### src/hw/pmr_pkg.sv
package pmr_pkg;

  // ==========================================================================
  // Clock rates and divider half periods.
  localparam int SYS_CLK_KHZ = 200000;
  localparam int CLK_25M_KHZ = 25000;
  localparam int CLK_2M5_KHZ = 2500;
  localparam int CLK_10M_KHZ = 10000;
  localparam int CLK_50M_KHZ = 50000;
  localparam int HALF_25M = SYS_CLK_KHZ / (2 * CLK_25M_KHZ);
  localparam int HALF_2M5 = SYS_CLK_KHZ / (2 * CLK_2M5_KHZ);
  localparam int HALF_10M = SYS_CLK_KHZ / (2 * CLK_10M_KHZ);
  localparam int HALF_50M = SYS_CLK_KHZ / (2 * CLK_50M_KHZ);
  localparam int DIV_CNT_W = 8;

  // ==========================================================================
  // Heartbeat pulse length.
  localparam int HB_PULSE_NS = 1000;
  localparam int HB_CYCLES = (HB_PULSE_NS * (SYS_CLK_KHZ / 1000)) / 1000;
  localparam int HB_CNT_W = 8;
  localparam logic [HB_CNT_W-1:0] HB_LOAD = HB_CNT_W'(HB_CYCLES);
  localparam logic [HB_CNT_W-1:0] HB_ZERO = 8'h00;

  // ==========================================================================
  // Data path layout.
  localparam int NIB_W = 4;
  localparam int FIFO_DEPTH = 16;
  localparam logic [1:0] BEATS_MII = 2'h0;
  localparam logic [1:0] BEATS_RMII = 2'h1;
  localparam logic [1:0] BEATS_SERIAL = 2'h3;
  localparam logic [1:0] BEATS_ZERO = 2'h0;
  localparam logic [1:0] BEATS_ONE = 2'h1;
  localparam logic [3:0] CORRUPT_MASK = 4'hf;
  localparam logic [3:0] NIB_ZERO = 4'h0;

  typedef struct packed {
    logic last;
    logic err;
    logic [3:0] data;
  } pmr_word_t;

  localparam int WORD_W = $bits(pmr_word_t);

  typedef enum logic [1:0] {
    ST_IDLE = 2'h1,
    ST_FRAME = 2'h2
  } pmr_fsm_t;

  typedef struct packed {
    logic strap_done;
    logic rmii;
    logic serial_10m_mode;
    pmr_fsm_t fsm;
    logic [3:0] sh;
    logic [1:0] beats;
    logic last_sent;
    logic [3:0] rxd;
    logic dv;
    logic er;
    logic crs;
    logic col;
    logic rx_clk;
    logic sys_clk_out;
    logic tx_prev;
    logic [HB_CNT_W-1:0] hb_cnt;
  } pmr_state_t;

  localparam pmr_state_t PMR_STATE_RST = '{
    strap_done: 1'b0, rmii: 1'b0, serial_10m_mode: 1'b0, fsm: ST_IDLE,
    sh: 4'h0, beats: 2'h0, last_sent: 1'b0, rxd: 4'h0, dv: 1'b0, er: 1'b0,
    crs: 1'b0, col: 1'b0, rx_clk: 1'b0, sys_clk_out: 1'b0, tx_prev: 1'b0,
    hb_cnt: 8'h00
  };

endpackage

### src/hw/pmr_rx_if.sv
`timescale 1ns/100ps
`default_nettype none

module pmr_rx_if (
  input wire logic SYS_CLK_I,
  input wire logic RST_I,
  input wire logic RMII_STRAP_I,
  input wire logic SERIAL_STRAP_I,
  input wire logic SPEED_100_I,
  input wire logic FULL_DUPLEX_I,
  input wire logic HEARTBEAT_EN_I,
  input wire logic TX_EN_I,
  input wire logic LINE_ACTIVE_I,
  input wire logic LINE_VALID_I,
  input wire logic [3:0] LINE_DATA_I,
  input wire logic LINE_ERR_I,
  input wire logic LINE_LAST_I,
  output logic LINE_READY_O,
  output logic RX_CLK_O,
  output logic [3:0] RXD_O,
  output logic RX_DV_O,
  output logic RX_ER_O,
  output logic CRS_O,
  output logic COL_O,
  output logic SYSTEM_CLOCK_OUT_O
);

  // ==========================================================================
  // Clock dividers.
  logic c25;
  logic c2m5;
  logic c10;
  logic c50;
  logic t25;
  logic t2m5;
  logic t10;
  logic t50;

  pmr_clkdiv #(.HALF(pmr_pkg::HALF_25M)) u_div25 (
    .clk_i(SYS_CLK_I),
    .rst_i(RST_I),
    .level_o(c25),
    .fall_o(t25)
  );

  pmr_clkdiv #(.HALF(pmr_pkg::HALF_2M5)) u_div2m5 (
    .clk_i(SYS_CLK_I),
    .rst_i(RST_I),
    .level_o(c2m5),
    .fall_o(t2m5)
  );

  pmr_clkdiv #(.HALF(pmr_pkg::HALF_10M)) u_div10 (
    .clk_i(SYS_CLK_I),
    .rst_i(RST_I),
    .level_o(c10),
    .fall_o(t10)
  );

  pmr_clkdiv #(.HALF(pmr_pkg::HALF_50M)) u_div50 (
    .clk_i(SYS_CLK_I),
    .rst_i(RST_I),
    .level_o(c50),
    .fall_o(t50)
  );

  // ==========================================================================
  // Receive buffer.
  pmr_pkg::pmr_state_t st;
  pmr_pkg::pmr_state_t next_st;
  pmr_pkg::pmr_word_t in_word;
  pmr_pkg::pmr_word_t out_word;
  logic fifo_ready;
  logic fifo_valid;
  logic pop;

  assign in_word = '{last: LINE_LAST_I, err: LINE_ERR_I, data: LINE_DATA_I};

  pmr_fifo #(.WIDTH(pmr_pkg::WORD_W), .DEPTH(pmr_pkg::FIFO_DEPTH)) u_fifo (
    .clk_i(SYS_CLK_I),
    .rst_i(RST_I),
    .in_valid_i(LINE_VALID_I),
    .in_ready_o(fifo_ready),
    .in_data_i(in_word),
    .out_valid_o(fifo_valid),
    .out_ready_i(pop),
    .out_data_o(out_word)
  );

  // ==========================================================================
  // Lane mapping per interface mode.
  function automatic logic [3:0] lanes(input logic rmii, input logic ser,
                                       input logic [3:0] d);
    logic [3:0] r;
    r = d;
    if (rmii) begin
      r = {2'h0, d[1:0]};
    end else if (ser) begin
      r = {3'h0, d[0]};
    end
    return r;
  endfunction

  // ==========================================================================
  // Next state.
  logic tick;
  logic do_load;
  logic do_shift;
  logic do_drop;
  logic hb_start;
  logic [3:0] load_nib;
  logic [3:0] shift_nib;

  always_comb begin
    next_st = st;
    tick = 1'b0;
    do_load = 1'b0;
    do_shift = 1'b0;
    do_drop = 1'b0;
    load_nib = out_word.err ? (out_word.data ^ pmr_pkg::CORRUPT_MASK) : out_word.data;
    shift_nib = st.rmii ? (st.sh >> 2) : (st.sh >> 1);
    if (!st.strap_done) begin
      next_st.strap_done = 1'b1;
      next_st.rmii = RMII_STRAP_I;
      next_st.serial_10m_mode = SERIAL_STRAP_I && !RMII_STRAP_I;
    end
    if (st.strap_done) begin
      if (st.rmii) begin
        tick = t50;
      end else if (st.serial_10m_mode) begin
        tick = t10;
      end else begin
        tick = SPEED_100_I ? t25 : t2m5;
      end
    end
    case (st.fsm)
      pmr_pkg::ST_IDLE: begin
        do_load = tick && fifo_valid;
      end
      pmr_pkg::ST_FRAME: begin
        if (tick) begin
          if (st.beats != pmr_pkg::BEATS_ZERO) begin
            do_shift = 1'b1;
          end else if (st.last_sent || !fifo_valid) begin
            do_drop = 1'b1;
          end else begin
            do_load = 1'b1;
          end
        end
      end
      default: begin
        do_drop = 1'b1;
      end
    endcase
    if (do_load) begin
      next_st.fsm = pmr_pkg::ST_FRAME;
      next_st.sh = load_nib;
      next_st.last_sent = out_word.last;
      next_st.rxd = lanes(st.rmii, st.serial_10m_mode, load_nib);
      next_st.dv = !st.serial_10m_mode;
      next_st.er = out_word.err && SPEED_100_I && !st.serial_10m_mode;
      if (st.rmii) begin
        next_st.beats = pmr_pkg::BEATS_RMII;
      end else if (st.serial_10m_mode) begin
        next_st.beats = pmr_pkg::BEATS_SERIAL;
      end else begin
        next_st.beats = pmr_pkg::BEATS_MII;
      end
    end
    if (do_shift) begin
      next_st.sh = shift_nib;
      next_st.beats = st.beats - pmr_pkg::BEATS_ONE;
      next_st.rxd = lanes(st.rmii, st.serial_10m_mode, shift_nib);
    end
    if (do_drop) begin
      next_st.fsm = pmr_pkg::ST_IDLE;
      next_st.rxd = pmr_pkg::NIB_ZERO;
      next_st.dv = 1'b0;
      next_st.er = 1'b0;
      next_st.beats = pmr_pkg::BEATS_ZERO;
      next_st.last_sent = 1'b0;
    end
    // Carrier stays up while buffered data drains so the frame is covered.
    next_st.crs = LINE_ACTIVE_I || (next_st.fsm == pmr_pkg::ST_FRAME);
    next_st.tx_prev = TX_EN_I;
    hb_start = st.tx_prev && !TX_EN_I && !SPEED_100_I && !FULL_DUPLEX_I &&
               HEARTBEAT_EN_I && !st.rmii && st.strap_done;
    if (hb_start) begin
      next_st.hb_cnt = pmr_pkg::HB_LOAD;
    end else if (st.hb_cnt != pmr_pkg::HB_ZERO) begin
      next_st.hb_cnt = st.hb_cnt - 8'h01;
    end
    next_st.col = !st.rmii && !FULL_DUPLEX_I &&
                  ((TX_EN_I && LINE_ACTIVE_I) || (st.hb_cnt != pmr_pkg::HB_ZERO));
    if (st.rmii) begin
      next_st.rx_clk = 1'b0;
    end else if (st.serial_10m_mode) begin
      next_st.rx_clk = c10;
    end else begin
      next_st.rx_clk = SPEED_100_I ? c25 : c2m5;
    end
    next_st.sys_clk_out = st.rmii ? c50 : c25;
  end

  assign pop = do_load;

  always_ff @(posedge SYS_CLK_I or posedge RST_I) begin
    if (RST_I) begin
      st <= pmr_pkg::PMR_STATE_RST;
    end else begin
      st <= next_st;
    end
  end

  // ==========================================================================
  // Outputs.
  assign LINE_READY_O = fifo_ready;
  assign RX_CLK_O = st.rx_clk;
  assign RXD_O = st.rxd;
  assign RX_DV_O = st.dv;
  assign RX_ER_O = st.er;
  assign CRS_O = st.crs;
  assign COL_O = st.col;
  assign SYSTEM_CLOCK_OUT_O = st.sys_clk_out;

  // ==========================================================================
  // Checks.
  a_rmii_rxclk_low: assert property (@(posedge SYS_CLK_I) disable iff (RST_I)
    st.rmii && $past(st.rmii) |-> !RX_CLK_O)
    else $error("receive clock toggles in RMII mode");

  a_serial_no_flags: assert property (@(posedge SYS_CLK_I) disable iff (RST_I)
    st.serial_10m_mode |-> !RX_DV_O && !RX_ER_O)
    else $error("valid or error driven in serial mode");

  a_idle_outputs_zero: assert property (@(posedge SYS_CLK_I) disable iff (RST_I)
    st.fsm == pmr_pkg::ST_IDLE |-> RXD_O == 4'h0 && !RX_DV_O && !RX_ER_O)
    else $error("receive outputs not zero outside packet");

  a_error_in_frame: assert property (@(posedge SYS_CLK_I) disable iff (RST_I)
    RX_ER_O |-> RX_DV_O && !$past(st.serial_10m_mode))
    else $error("receive error outside valid data");

  a_rmii_dibit_lanes: assert property (@(posedge SYS_CLK_I) disable iff (RST_I)
    st.rmii && $past(st.rmii) |-> RXD_O[3:2] == 2'h0)
    else $error("upper data lines used in RMII mode");

  a_serial_bit_lane: assert property (@(posedge SYS_CLK_I) disable iff (RST_I)
    st.serial_10m_mode && $past(st.serial_10m_mode) |-> RXD_O[3:1] == 3'h0)
    else $error("upper data lines used in serial mode");

  a_crs_on_activity: assert property (@(posedge SYS_CLK_I) disable iff (RST_I)
    LINE_ACTIVE_I |=> CRS_O)
    else $error("carrier sense missing while medium busy");

  a_col_overlap: assert property (@(posedge SYS_CLK_I) disable iff (RST_I)
    TX_EN_I && LINE_ACTIVE_I && !FULL_DUPLEX_I && !st.rmii |=> COL_O)
    else $error("collision not flagged on overlap");

  a_full_duplex_col: assert property (@(posedge SYS_CLK_I) disable iff (RST_I)
    $past(FULL_DUPLEX_I) |-> !COL_O)
    else $error("collision driven in full duplex");

  a_hb_load: assert property (@(posedge SYS_CLK_I) disable iff (RST_I)
    $fell(TX_EN_I) && !SPEED_100_I && !FULL_DUPLEX_I && HEARTBEAT_EN_I &&
    !st.rmii && st.strap_done |=> st.hb_cnt == pmr_pkg::HB_LOAD)
    else $error("heartbeat not started after transmit");

  a_hb_drives_col: assert property (@(posedge SYS_CLK_I) disable iff (RST_I)
    st.hb_cnt != 8'h00 && !FULL_DUPLEX_I && !st.rmii |=> COL_O)
    else $error("heartbeat pulse missing on collision");

  a_sysclk_mii_half: assert property (@(posedge SYS_CLK_I) disable iff (RST_I)
    $rose(SYSTEM_CLOCK_OUT_O) && !st.rmii && $past(st.strap_done) |->
    SYSTEM_CLOCK_OUT_O [*4] ##1 !SYSTEM_CLOCK_OUT_O)
    else $error("system clock out not 25 MHz in MII mode");

  a_rxclk_100_half: assert property (@(posedge SYS_CLK_I) disable iff (RST_I)
    $rose(RX_CLK_O) && !st.rmii && !st.serial_10m_mode && SPEED_100_I &&
    $past(SPEED_100_I) |-> RX_CLK_O [*4] ##1 !RX_CLK_O)
    else $error("receive clock not 25 MHz at 100");

  a_rxclk_serial: assert property (@(posedge SYS_CLK_I) disable iff (RST_I)
    $rose(RX_CLK_O) && st.serial_10m_mode && $past(st.serial_10m_mode) |->
    ##9 RX_CLK_O ##1 !RX_CLK_O)
    else $error("receive clock not 10 MHz in serial mode");

  a_strap_hold: assert property (@(posedge SYS_CLK_I) disable iff (RST_I)
    st.strap_done |=> $stable(st.rmii) && $stable(st.serial_10m_mode))
    else $error("strap values changed after capture");

endmodule

`default_nettype wire

### src/hw/pmr_fifo.sv
`timescale 1ns/100ps
`default_nettype none

module pmr_fifo #(
  parameter int WIDTH = 6,
  parameter int DEPTH = 16
) (
  input wire logic clk_i,
  input wire logic rst_i,
  input wire logic in_valid_i,
  output logic in_ready_o,
  input wire logic [WIDTH-1:0] in_data_i,
  output logic out_valid_o,
  input wire logic out_ready_i,
  output logic [WIDTH-1:0] out_data_o
);

  localparam int AW = $clog2(DEPTH);

  typedef struct packed {
    logic [AW:0] wptr;
    logic [AW:0] rptr;
    logic full;
    logic empty;
  } pmr_fifo_state_t;

  // ==========================================================================
  // Pointer state.
  pmr_fifo_state_t st;
  pmr_fifo_state_t next_st;
  logic [WIDTH-1:0] mem [DEPTH];
  logic push;
  logic pop;

  assign push = in_valid_i && !st.full;
  assign pop = out_ready_i && !st.empty;
  assign in_ready_o = !st.full;
  assign out_valid_o = !st.empty;
  assign out_data_o = mem[st.rptr[AW-1:0]];

  always_comb begin
    next_st = st;
    next_st.wptr = st.wptr + (AW+1)'(push);
    next_st.rptr = st.rptr + (AW+1)'(pop);
    next_st.full = (next_st.wptr[AW] != next_st.rptr[AW]) &&
                   (next_st.wptr[AW-1:0] == next_st.rptr[AW-1:0]);
    next_st.empty = (next_st.wptr == next_st.rptr);
  end

  always_ff @(posedge clk_i or posedge rst_i) begin
    if (rst_i) begin
      st <= '{wptr: '0, rptr: '0, full: 1'b0, empty: 1'b1};
    end else begin
      st <= next_st;
    end
  end

  // ==========================================================================
  // Storage.
  always_ff @(posedge clk_i) begin
    if (push) begin
      mem[st.wptr[AW-1:0]] <= in_data_i;
    end
  end

endmodule

`default_nettype wire

### src/hw/pmr_clkdiv.sv
`timescale 1ns/100ps
`default_nettype none

module pmr_clkdiv #(
  parameter int HALF = 4
) (
  input wire logic clk_i,
  input wire logic rst_i,
  output logic level_o,
  output logic fall_o
);

  typedef struct packed {
    logic [pmr_pkg::DIV_CNT_W-1:0] cnt;
    logic lvl;
  } pmr_div_state_t;

  // ==========================================================================
  // Half period counter.
  pmr_div_state_t st;
  pmr_div_state_t next_st;
  logic wrap;

  assign wrap = (st.cnt == pmr_pkg::DIV_CNT_W'(HALF - 1));
  assign level_o = st.lvl;
  assign fall_o = wrap && st.lvl;

  always_comb begin
    next_st = st;
    if (wrap) begin
      next_st.cnt = '0;
      next_st.lvl = !st.lvl;
    end else begin
      next_st.cnt = st.cnt + pmr_pkg::DIV_CNT_W'(1);
    end
  end

  always_ff @(posedge clk_i or posedge rst_i) begin
    if (rst_i) begin
      st <= '{cnt: '0, lvl: 1'b0};
    end else begin
      st <= next_st;
    end
  end

endmodule

`default_nettype wire

### config.mk
export PLATFORM = sky130hd
export DESIGN_NAME = pmr_rx_if
export DESIGN_NICKNAME = d
export VERILOG_FILES = /design/src/hw/pmr_pkg.sv /design/src/hw/pmr_rx_if.sv /design/src/hw/pmr_fifo.sv /design/src/hw/pmr_clkdiv.sv
export SDC_FILE = /design/constraint.sdc
export NUM_CORES = 1
export LEC_CHECK = 0
export BUFFER_PORTS_ARGS = -buffer_cell sky130_fd_sc_hd__buf_4
export CELL_PAD_IN_SITES_DETAIL_PLACEMENT = 0
export CELL_PAD_IN_SITES_GLOBAL_PLACEMENT = 1
export CORE_MARGIN = 10
export CORE_UTILIZATION = 35
export DETAILED_ROUTE_END_ITERATION = 8
export PLACE_DENSITY_LB_ADDON = 0.1
export SETUP_SLACK_MARGIN = 0.05
export SLEW_MARGIN = 10
export SYNTH_ARGS = -nofsm -noshare
export SYNTH_HDL_FRONTEND = slang
export SYNTH_SLANG_ARGS = --single-unit
### constraint.sdc
create_clock -name SYS_CLK_I -period 7.9 [get_ports SYS_CLK_I]
set_clock_uncertainty 0.15 [all_clocks]
set_input_delay 0.79 -clock SYS_CLK_I [delete_from_list [all_inputs] [get_ports SYS_CLK_I]]
set_output_delay 0.79 -clock SYS_CLK_I [all_outputs]
set_load 0.01 [all_outputs]
# --- Yosys cells after proc, flatten, opt, wreduce, memory -nomap -nowiden ---
# Memories as Yosys holds them, arrays and structs flattened.
# Cells that the tools add are included.
totals:
  mem_bits_ro: 0
  out_inout_bits: 11
  ramBits: 96
  n_memories: 1
  regBits: 79
  inputBits: 16
  latchBits: 0
classes:
  div: 0
  n_reduce_logical: 41
  n_bitwise: 1
  mux: 40
  mul: 0
  shifts: 0
  order_cmp: 0
  eq_ne: 10
  n_addsub: 8
memory_table:
  columns: ["memory", "depth", "width", "rd", "rd_ports_with_merged_regs", "write_ports", "line_no", "source"]
  rows:
  - ["u_fifo.mem", 16, 6, 1, 0, 1, "pmr_fifo.sv:31", "logic [WIDTH-1:0] mem [DEPTH];"]
op_table:
  columns: ["operator", "count"]
  rows:
  - ["8-bit 2-to-1 mux", 6]
  - ["8-bit by 1-bit adder with 8-bit output (second input constant)", 4]
  - ["1-bit logical AND", 20]
  - ["1-bit 2-to-1 mux", 19]
  - ["4-bit 2-to-1 mux", 4]
  - ["15-bit 2-to-1 mux", 1]
  - ["1-bit logical NOT", 12]
  - ["5-bit by 1-bit adder with 5-bit output", 2]
  - ["3-bit 2-to-1 mux", 3]
  - ["9-bit 2-to-1 mux", 1]
  - ["8-bit by 1-bit == test with 1-bit output (second input constant)", 1]
  - ["8-bit by 2-bit == test with 1-bit output (second input constant)", 1]
  - ["8-bit by 4-bit == test with 1-bit output (second input constant)", 1]
  - ["8-bit by 6-bit == test with 1-bit output (second input constant)", 1]
  - ["2-bit nonzero test", 4]
  - ["8-bit nonzero test", 1]
  - ["8-bit by 1-bit subtractor with 8-bit output (second input constant)", 1]
  - ["2-bit 2-to-1 mux", 3]
  - ["6-bit 2-to-1 mux", 1]
  - ["5-bit == test", 1]
  - ["2-bit == test (second input constant)", 2]
  - ["4-bit == test", 1]
  - ["4-bit NOT", 1]
  - ["1-bit case mux with 2 select lines", 2]
  - ["5 further kinds", 7]

# --- Longest topological paths before layout ---
# Gate-level depths: netlist (run 1).
logic_depth:
  word_depth: 12
  mapped_depth: 13
  ltp_nobuf: 12

# --- By module ---
# From an unflattened synthesis (run 1), not the netlist that was laid out.
hier_totals:
  hier_cells: 543
  area_unflattened_um2: 7721.2
by_module_without_submodules:
  columns: ["module", "n_inst", "area_each_um2", "seq_area_each_um2", "cells_per_inst"]
  rows:
  - ["pmr_fifo", 1, 4423.0, 3184.3, 239]
  - ["pmr_rx_if", 1, 1669.1, 752.0, 167]
  - ["pmr_clkdiv (u_div10)", 1, 415.4, 225.2, 35]
  - ["pmr_clkdiv (u_div50)", 1, 411.6, 225.2, 33]
  - ["pmr_clkdiv (u_div25)", 1, 402.9, 225.2, 33]
  - ["pmr_clkdiv (u_div2m5)", 1, 399.1, 225.2, 36]

# --- Least setup slack after synthesis (run 1) ---
# Ideal clock, no wire load.
synth_timing:
  path_kind: "register to register"
  start: "reg u_div10.st[2] in the netlist's numbering"
  end: "reg u_fifo.st[0] in the netlist's numbering"
  required_ns: 7.681
  path_slack_ns: 4.453
  arrival_time_ns: 3.229
  setup_ns: 0.069
  stages_incl_launch_ff: 14
  path_buffers: 1
  cell_sequence: "dfrtp_1 -> inv_1 -> ha_1 -> or4b_1 -> or4_4 -> and4_1 -> clkbuf_1 -> nor2_1 -> ha_1 -> ha_1 -> xor2_1 -> xor2_1 -> or4_1 -> nor2b_1"
synth_lines:
  columns: ["item", "line_no", "source"]
  rows:
  - ["start, declared", "pmr_clkdiv.sv:20", "pmr_div_state_t st;"]
  - ["start signal, assigned", "pmr_clkdiv.sv:40", "st <= '{cnt: '0, lvl: 1'b0};"]
  - ["start signal, assigned", "pmr_clkdiv.sv:42", "st <= next_st;"]
  - ["end signal, assigned", "pmr_fifo.sv:52", "st <= '{wptr: '0, rptr: '0, full: 1'b0, empty: 1'b1};"]
  - ["end signal, assigned", "pmr_fifo.sv:54", "st <= next_st;"]
  - ["end, declared", "pmr_fifo.sv:29", "pmr_fifo_state_t st;"]

==> out/metrics.cfg, run 1 <==
[outcome]
status = complete, no violations

[synth]
syn_area_per_cell_um2 = 14.68
yosys.area.top_type_share_pct = 38.74
yosys-top-cells-area = edfxtp_1 (39%), dfrtp_1 (26%), mux4_2 (8.2%)
synthFlopType = edfxtp_1
ys_seq_area_share_pct = 65.00
ys_ff_latch = 174
syn_area_mm2 = 0.007442
syn_nets = 537
synthArstFlopShare_pct = 44.83
synth_enable_flop_cells = 96
synth_area_leader_cell = edfxtp_1
postSynthCellCount = 507
ys_types = 58
yosys_warnings = 0

[floorplanning]
io_pins = 27
fp.coreArea_mm2 = 0.02096
die_height_um = 165.8
initial_utilization_pct = 35.51
num_rows = 53
die_w_um = 165.8
dieArea_mm2 = 0.02750

[clocking]
root_buffer = clkbuf_16
ctsHoldBuffers = 0
clockBufferDepth = 2
htree_levels = 4
cts_sinks = 174
clk_latency_ps = 440
clk_pin_slew_ps = 70
numCtsBuffers = 17
cts-resized-gates = 0
post-cts-setup-buffer-count = 0
cts_tree = built

[timing]
max_freq_ghz = 0.2758
slew_headroom_pct = 21.96
slew_viol_final = 0
hold_ws_ps = 304.3
hold_viol = 0
min_period_over_period_pct = 45.89
setup_viol = 0
worst_pin_slew_ps = 1162
fin_crit_ps = 3626
finalSetupTns_ps = 0
rsz0062_at_grt = false

[layout]
finalNetCount = 567
drive_gt1_share_pct = 20.18
antenna_cells = 0
syn_to_final_growth_pct = 14.66
fillerInstances = 1996

[global_routing]
met1_usage_pct = 14.54
antenna_found_initial = 0
use_met3_pct = 2.863
grt_pass1_vias = 4355
globalRouteOverflowTotal = 0
grt_use_met2_pct = 19.34
top_usage_layer = met2
grt_pass1_wl_um = 25050
grt_usage_pct = 11.63
grt_max_degree = 79

[setup_path]
cp.arrival_ps = 3840
end_kind = flip-flop
start_kind = flip-flop
r2r-start = u_div10.st[2]
startpoint = u_div10.st[2]
setup.worst_path.class = reg -> reg
required_ps = 8120
critical_path.max_fanout = 6

[power]
p_comb_share_pct = 26.6
power.density_mw_per_mm2 = 327.1
clockPowerShare_pct = 30.9
p_switching_uw = 908.2
intPower_mw = 1.883
seqPwrFrac_pct = 42.4
switching_share_pct = 32.54
p_leak_nw = 3.260
vdd_drop_max_mv = 0.1464

[routing]
via_per_inst = 4.989
wirelength_um = 15560
drc = 0
drt_pass1_iterations = 4
ant_nets = 0
wl_per_cell_um = 18.86
drtIter0Drc = 224
vias = 4116

[job]
drv_cap = 0

[worst_hold_path]
min-delay-start = u_div2m5.st[1]
hold_path.class = reg -> reg

[placed_design]
hpwl_um = 10670
port_buffers = 26
place_congestion = 0.7858

==> cell type report <==
| type | instances | area (µm²) | area share (%) |
|---|---|---|---|
| clock inverters | 15 | 188.9 | 2.214 |
| clock buffers | 17 | 425.4 | 4.985 |
| multi-input cells | 300 | 2462 | 28.86 |
| inverters | 15 | 57.56 | 0.6745 |
| flip-flops and latches | 174 | 4837 | 56.69 |
| repair buffers | 29 | 217.7 | 2.551 |
| well taps | 275 | 344.1 | 4.032 |
==> power by group through the flow <==
stage / Sequential (mW) / Combinational (mW) / Clock [mW]
after floorplan: 1.16 / 0.575 / 0
after global routing: 1.20 / 0.827 / 0.930
final: 1.18 / 0.743 / 0.864
after CTS: 1.19 / 0.767 / 0.886
after global placement: 1.20 / 0.759 / 0
after detailed placement: 1.20 / 0.765 / 0
==> cells by family after synthesis <==
kind of cell / after synthesis / share of synthesized area [%]
other cells: 1 / 0.05039
compound gates: 37 / 3.497
buf+inv: 33 / 2.001
xor+xnor: 47 / 5.531
fa+ha+maj: 14 / 2.354
flops: 174 / 65.00
mux: 36 / 9.465
simple gates: 165 / 12.11
==> layout by cell type, fill, tap and decap left out, types with 3 or more instances in the layout <==
master      instances
a21o_1              3
a21oi_1            13
a22oi_1             5
and2_1              3
and3_1             11
buf_4              29
clkbuf_16          17
clkinv_8            3
clkinvlp_4          3
dfrtp_1            76
edfxtp_1           96
ha_1               14
inv_1              14
inv_8               7
mux2_2              5
mux2i_1             4
mux4_2             27
nand2_1            19
nand2b_1            7
nand3_1            25
nand3b_1            3
nand4_1             3
nand4b_1            3
nor2_1             43
nor2b_1             8
nor3_1              9
nor4_1              3
o21ai_0             5
or2_2               4
or3_1               4
or3b_2              3
xnor2_1            26
xor2_1             21
==> state kept, by name, indices dropped and copies added, names as in the netlist <==
| register | flops |
|---|---|
| u_div50.st | 8 |
| COL_O | 1 |
| RXD_O | 4 |
| st | 20 |
| RX_ER_O | 1 |
| CRS_O | 1 |
| u_div2m5.level_o | 1 |
| u_div25.st | 8 |
| u_fifo.st | 12 |
| u_div50.level_o | 1 |
| RX_DV_O | 1 |
| SYSTEM_CLOCK_OUT_O | 1 |
| u_div25.level_o | 1 |
| u_fifo.mem | 96 |
| u_div10.level_o | 1 |
| u_div10.st | 8 |
| RX_CLK_O | 1 |
| u_div2m5.st | 8 |
==> Yosys cell counts (5+ instances only) <==
master    number
xnor2_1       26
o21ai_0        5
a21oi_1       13
nor2b_1        8
inv_1         15
nand2_1       19
xor2_1        21
a22oi_1        5
ha_1          14
nor2_1        43
nor3_1         9
and3_1        11
mux4_2        27
nand3_1       25
mux2_2         5
edfxtp_1      96
nand2b_1       7
clkbuf_1      10
dfrtp_1       76
==> per-stage QoR <==
stage / setup slack, ps / area (µm²) / utilization (%) / power [mW] / instances
2_1_floorplan: 4453 / 7442 / - / 1.735 / 507
3_3_place_gp: 4320 / 7919 / 37.79 / 1.960 / 793
3_5_place_dp: 4230 / 7919 / 37.79 / 1.969 / 793
4_1_cts: 4216 / 8533 / 40.72 / 2.838 / 825
5_1_grt: 4047 / 8533 / 40.72 / 2.959 / 825
6_report: 4274 / 8533 / 40.72 / 2.791 / 825
==> critical path, cell delays in order, from the launching register on <==
cell and delay, ps:
dfrtp_1 400, inv_1 60, ha_1 120, or4b_1 460, or4_4 540, and4_1 290
nor2_1 160, ha_1 190, ha_1 180, xor2_1 230, xor2_1 90, or4_1 550
nor2b_1 130
==> final timing paths <==
path	endpoint	slack [ps]	depth (start not counted)
max	u_fifo.st[0]	4270	12
min	u_div2m5.st[1]	300	1
max reg2reg	u_fifo.st[0]	4270	12
min reg2reg	u_div2m5.st[1]	300	1
max in group asynchronous	st[19]	6450	3
min in group asynchronous	u_div25.st[1]	530	3
==> metal layers <==
metal / vias up / part of all wire (%)
met3: 11 / 2.4
li1: 1931 / -
met5: - / 0
met2: 57 / 50
met1: 2117 / 46
met4: 0 / 1.3
(Power assumes the default switching activity.)
==> run 2, diff against run 1 <==
==> constraint.sdc (replaced) <==
create_clock -name SYS_CLK_I -period 3.2 [get_ports SYS_CLK_I]
set_clock_uncertainty 0.15 [all_clocks]
set_input_delay 0.32 -clock SYS_CLK_I [delete_from_list [all_inputs] [get_ports SYS_CLK_I]]
set_output_delay 0.32 -clock SYS_CLK_I [all_outputs]
set_load 0.01 [all_outputs]
==> out/metrics.cfg, run 2 (synthesized netlist as in run 1, its figures left out) <==
[outcome]
status = complete, no violations

[setup_path]
required_ps = 3420
end_kind = flip-flop
critical_path.max_fanout = 2
setup.worst_path.class = reg -> reg
start_kind = flip-flop
cp.arrival_ps = 3390
startpoint = u_div10.st[2]
r2r-start = u_div10.st[2]

[global_routing]
grt_usage_pct = 11.87
globalRouteOverflowTotal = 0
grt_pass1_wl_um = 25720
grt_max_degree = 45
grt_pass1_vias = 4578
antenna_found_initial = 0

[timing]
min_period_over_period_pct = 99.05
slew_headroom_pct = 54.06
hold_viol = 0
hold_ws_ps = 54.67
max_freq_ghz = 0.3155
setup_viol = 0
rsz0062_at_grt = true
fin_crit_ps = 3170
slew_viol_final = 0
worst_pin_slew_ps = 683.8

[layout]
layout_commonest_cell = edfxtp_1
finalNetCount = 596
antenna_cells = 0
largest_register_ff_count = 96
layoutNonFillerInstCount = 853
drive_gt1_share_pct = 24.57
fillerInstances = 1974
layout_common_cells = edfxtp_1 (96), dfrtp_1 (76), buf_4 (49)
multi_input_area_mm2 = 0.002521
syn_to_final_growth_pct = 18.51
regArea_mm2 = 0.004837

[routing]
wirelength_um = 15720
ant_nets = 0
drc = 0
via_per_inst = 4.889
vias = 4170
drt_pass1_iterations = 4
wl_per_cell_um = 18.43
drtIter0Drc = 185

[power]
power.density_mw_per_mm2 = 783.7
vdd_drop_max_mv = 0.3814
p_leak_nw = 3.410

[worst_hold_path]
hold_path.class = in -> reg
min-delay-start = LINE_DATA_I[3]

[clocking]
clockBufferDepth = 2
htree_levels = 4
root_buffer = clkbuf_16
numCtsBuffers = 17
clk_latency_ps = 440
clk_pin_slew_ps = 70
cts_sinks = 174
cts_tree = built

[floorplanning]
dieArea_mm2 = 0.02750
fp.coreArea_mm2 = 0.02096
die_w_um = 165.8
initial_utilization_pct = 35.51
die_height_um = 165.8
io_pins = 27
num_rows = 53

[job]
drv_cap = 0

[placed_design]
hpwl_um = 11090
dpl.cell_count = 814
port_buffers = 26
place_congestion = 0.7534

[run 2: cell types whose count changed in the layout (fill, tap and decap cells not counted), moves of 2 or more]
cell,change
buf_4,+20
dlygate4sd3_1,+6
buf_12,+3
clkinv_4,+3
inv_6,+3
inv_8,-3
clkinvlp_4,-2
ha_1,-2
ha_4,+2
[run 2: path summary, 6_finish.rpt]
check / endpoint / slack (ps) / cells after the start
worst min-delay path: u_fifo.mem[11][3] / 50 / 1
worst min register to register: u_div2m5.st[1] / 300 / 1
worst max-delay path: u_fifo.st[0] / 30 / 12
worst max register to register: u_fifo.st[0] / 30 / 12
min in group asynchronous: u_div25.st[4] / 370 / 3
max in group asynchronous: st[26] / 1830 / 4
[run 2: area by class of cell]
type | count | share of cell area [%]
tap | 275 | 3.901
multi-input combinational | 300 | 28.59
clock buffer | 17 | 4.823
clock inverter | 14 | 1.660
timing repair buffer | 58 | 5.533
sequential | 174 | 54.84
inverter | 15 | 0.6526
[run 2: timing repair]
item | 4_1_cts | 5_1_grt
resized for setup | 2 | 2
setup endpoints to repair | 2 | 2
pin swaps | 2 | 1
endpoints found under the hold margin | 39 | 0
hold buffers | 6 | 0
setup buffers | 0 | 2
[run 2: worst max-delay path: stages, from the launching register on]
cell and delay (ps):
dfrtp_1 380, inv_1 50, ha_1 130, or4b_4 460, or4_4 440, and4_4 180
nor2_4 110, ha_4 160, ha_4 150, xor2_2 80, xor2_1 170, or4_4 540
nor2b_2 120
[run 2: per-layer routing]
layer / global-route usage [%] / vias up / part of all wire (%)
met5: 0 / - / 0
met2: 20.18 / 52 / 51
met1: 14.49 / 2102 / 45
met3: 2.532 / 18 / 2.6
met4: 4.430 / 0 / 1.5
li1: - / 1998 / -
[run 2: through the flow]
stage	util [%]	total power, mW	cell area [µm²]	setup WS, ps	setup TNS (ps)
3_3_place_gp	38.92	4.964	8157	-60.86	-94.98
5_1_grt	42.09	7.323	8820	-76.65	-126.3
4_1_cts	41.99	7.015	8798	-40.49	-40.49
3_5_place_dp	38.92	4.989	8157	-99.28	-156.3
2_1_floorplan	-	4.311	7501	-48.91	-75.06
6_report	42.09	6.912	8820	30.30	0
[run 2: report_power, final]
part | internal (mW) | switching (mW) | total [mW]
Sequential | 2.68 | 0.264 | 2.95
Clock | 1.04 | 0.958 | 1.99
Combinational | 0.940 | 1.03 | 1.97
==> run 3, diff against run 2 <==
--- a/config.mk
+++ b/config.mk
@@ -5,12 +5,14 @@
 export SDC_FILE = /design/constraint.sdc
 export NUM_CORES = 1
 export LEC_CHECK = 0
+export ABC_CLOCK_PERIOD_IN_PS = 3200
 export BUFFER_PORTS_ARGS = -buffer_cell sky130_fd_sc_hd__buf_4
 export CELL_PAD_IN_SITES_DETAIL_PLACEMENT = 0
 export CELL_PAD_IN_SITES_GLOBAL_PLACEMENT = 1
 export CORE_MARGIN = 10
 export CORE_UTILIZATION = 35
 export DETAILED_ROUTE_END_ITERATION = 8
+export MAX_ROUTING_LAYER = met4
 export PLACE_DENSITY_LB_ADDON = 0.1
 export SETUP_SLACK_MARGIN = 0.05
 export SLEW_MARGIN = 10
==> out/metrics.cfg, run 3 (synthesized netlist as in run 1, its figures left out) <==
[outcome]
status = complete, no violations

[clocking]
clk_latency_ps = 440
htree_levels = 4
clk_pin_slew_ps = 80
cts_sinks = 174
clockBufferDepth = 2
cts_tree = built
numCtsBuffers = 17
root_buffer = clkbuf_16

[layout]
stdcell_area_mm2 = 0.008820
finalNetCount = 596
layoutNonFillerInstCount = 853
antenna_cells = 0
layout_commonest_cell = edfxtp_1
drive_gt1_share_pct = 24.57
layout_common_cells = edfxtp_1 (96), dfrtp_1 (76), buf_4 (49)
syn_to_final_growth_pct = 18.51
largest_register_ff_count = 96

[setup_path]
path_cells = inv_1 -> ha_1 -> or4b_4 -> or4_4 -> and4_4 -> nor2_4 -> ha_4 -> ha_4 -> xor2_2 -> xor2_1 -> or4_4 -> nor2b_2
max_stage_delay_ps = 540
end_kind = flip-flop
critical_path.max_fanout = 2
required_ps = 3420
cp.arrival_ps = 3380
start_kind = flip-flop
setup.worst_path.class = reg -> reg
critPathSlowestCell = or4_4

[placed_design]
hpwl_um = 11090
dpl.cell_count = 814
place_ws_ps = -99.28
placed_area_mm2 = 0.008157
port_buffers = 26
place_congestion = 0.7630

[floorplanning]
dieArea_mm2 = 0.02750
io_pins = 27
fp.coreArea_mm2 = 0.02096
initial_utilization_pct = 35.51
die_height_um = 165.8
num_rows = 53
die_w_um = 165.8

[timing]
worst_slack_ps = 36.72
rsz0062_at_grt = true
finalSetupTns_ps = 0
worst_pin_slew_ps = 712.9
slew_headroom_pct = 52.10
min_period_over_period_pct = 98.85
hold_viol = 0
hold_ws_ps = 56.28
fin_crit_ps = 3163
setup_viol = 0
slew_viol_final = 0
max_freq_ghz = 0.3161

[routing]
vias = 4170
ant_nets = 0
wirelength_um = 15670
drtIter0Drc = 185
wl_per_cell_um = 18.37
drt_pass1_iterations = 4
drc = 0
via_per_inst = 4.889

[global_routing]
grt_max_degree = 45
grt_usage_pct = 12.22
grt_pass1_vias = 4581
antenna_found_initial = 0
globalRouteOverflowTotal = 0
grt_pass1_wl_um = 25740

[power]
vdd_drop_max_mv = 0.3806
power.density_mw_per_mm2 = 782.9
p_leak_nw = 3.410

[worst_hold_path]
hold_path.class = in -> reg

[job]
drv_cap = 0

==> run 3: cell counts in the layout (fill, tap and decap cells not counted) <==
Identical to the previous run, type by type.
==> run 3: final cells by class <==
| type | instances | area, µm² |
|---|---|---|
| Clock inverter | 14 | 146.4 |
| Multi-Input combinational cell | 300 | 2521 |
| Timing Repair Buffer | 58 | 488.0 |
| Inverter | 15 | 57.56 |
| Clock buffer | 17 | 425.4 |
| Fill cell | 1974 | 12140 |
| Tap cell | 275 | 344.1 |
| Sequential cell | 174 | 4837 |
==> run 3: stage by stage <==
step	total power [mW]	utilization [%]
finish	6.905	42.09
global route	7.323	42.09
global placement	4.964	38.92
detailed placement	4.989	38.92
CTS	7.015	41.99
floorplan	4.311	-
==> run 3: worst max-delay path: cells and delay by family, from the launching register on <==
kind / cells / cell delay [ps]
adder cells (fa/ha/maj): 3 / 430
AND/OR/NAND/NOR: 6 / 1850
buffers and inverters: 1 / 50
XOR/XNOR: 2 / 250
flip-flops: 1 / 370
==> run 3: report_power, final <==
part	internal (mW)	switching [mW]
Clock	1.04	0.954
Sequential	2.68	0.264
Combinational	0.939	1.03
==> run 3: final timing paths <==
check / startpoint / to / slack [ps] / cells after the start
max: u_div10.st[2] / u_fifo.st[0] / 40 / 12
min: LINE_DATA_I[3] / u_fifo.mem[11][3] / 60 / 1
max reg2reg: u_div10.st[2] / u_fifo.st[0] / 40 / 12
min reg2reg: u_div2m5.st[1] / u_div2m5.st[1] / 300 / 1
max in group asynchronous: RST_I / st[26] / 1830 / 4
min in group asynchronous: RST_I / u_div25.st[4] / 360 / 3
==> run 3: routing by layer <==
metal / up-vias / wire [µm] / part of all wire [%] / track usage [%]
li1: 1998 / - / - / -
met1: 2096 / 6912 / 44 / 14.52
met2: 59 / 7951 / 51 / 20.18
met3: 17 / 583 / 3.7 / 2.508
met4: 0 / 221 / 1.4 / 4.430
met5: - / 0 / 0 / -
==> run 3: what timing repair did <==
item / in CTS / in global routing
endpoints found under the setup margin: 2 / 2
setup buffers: 0 / 2
pin swaps: 2 / 1
hold buffers: 6 / 0
gates cloned: 0 / 0
hold endpoints to repair: 39 / 0
resized for setup: 2 / 2
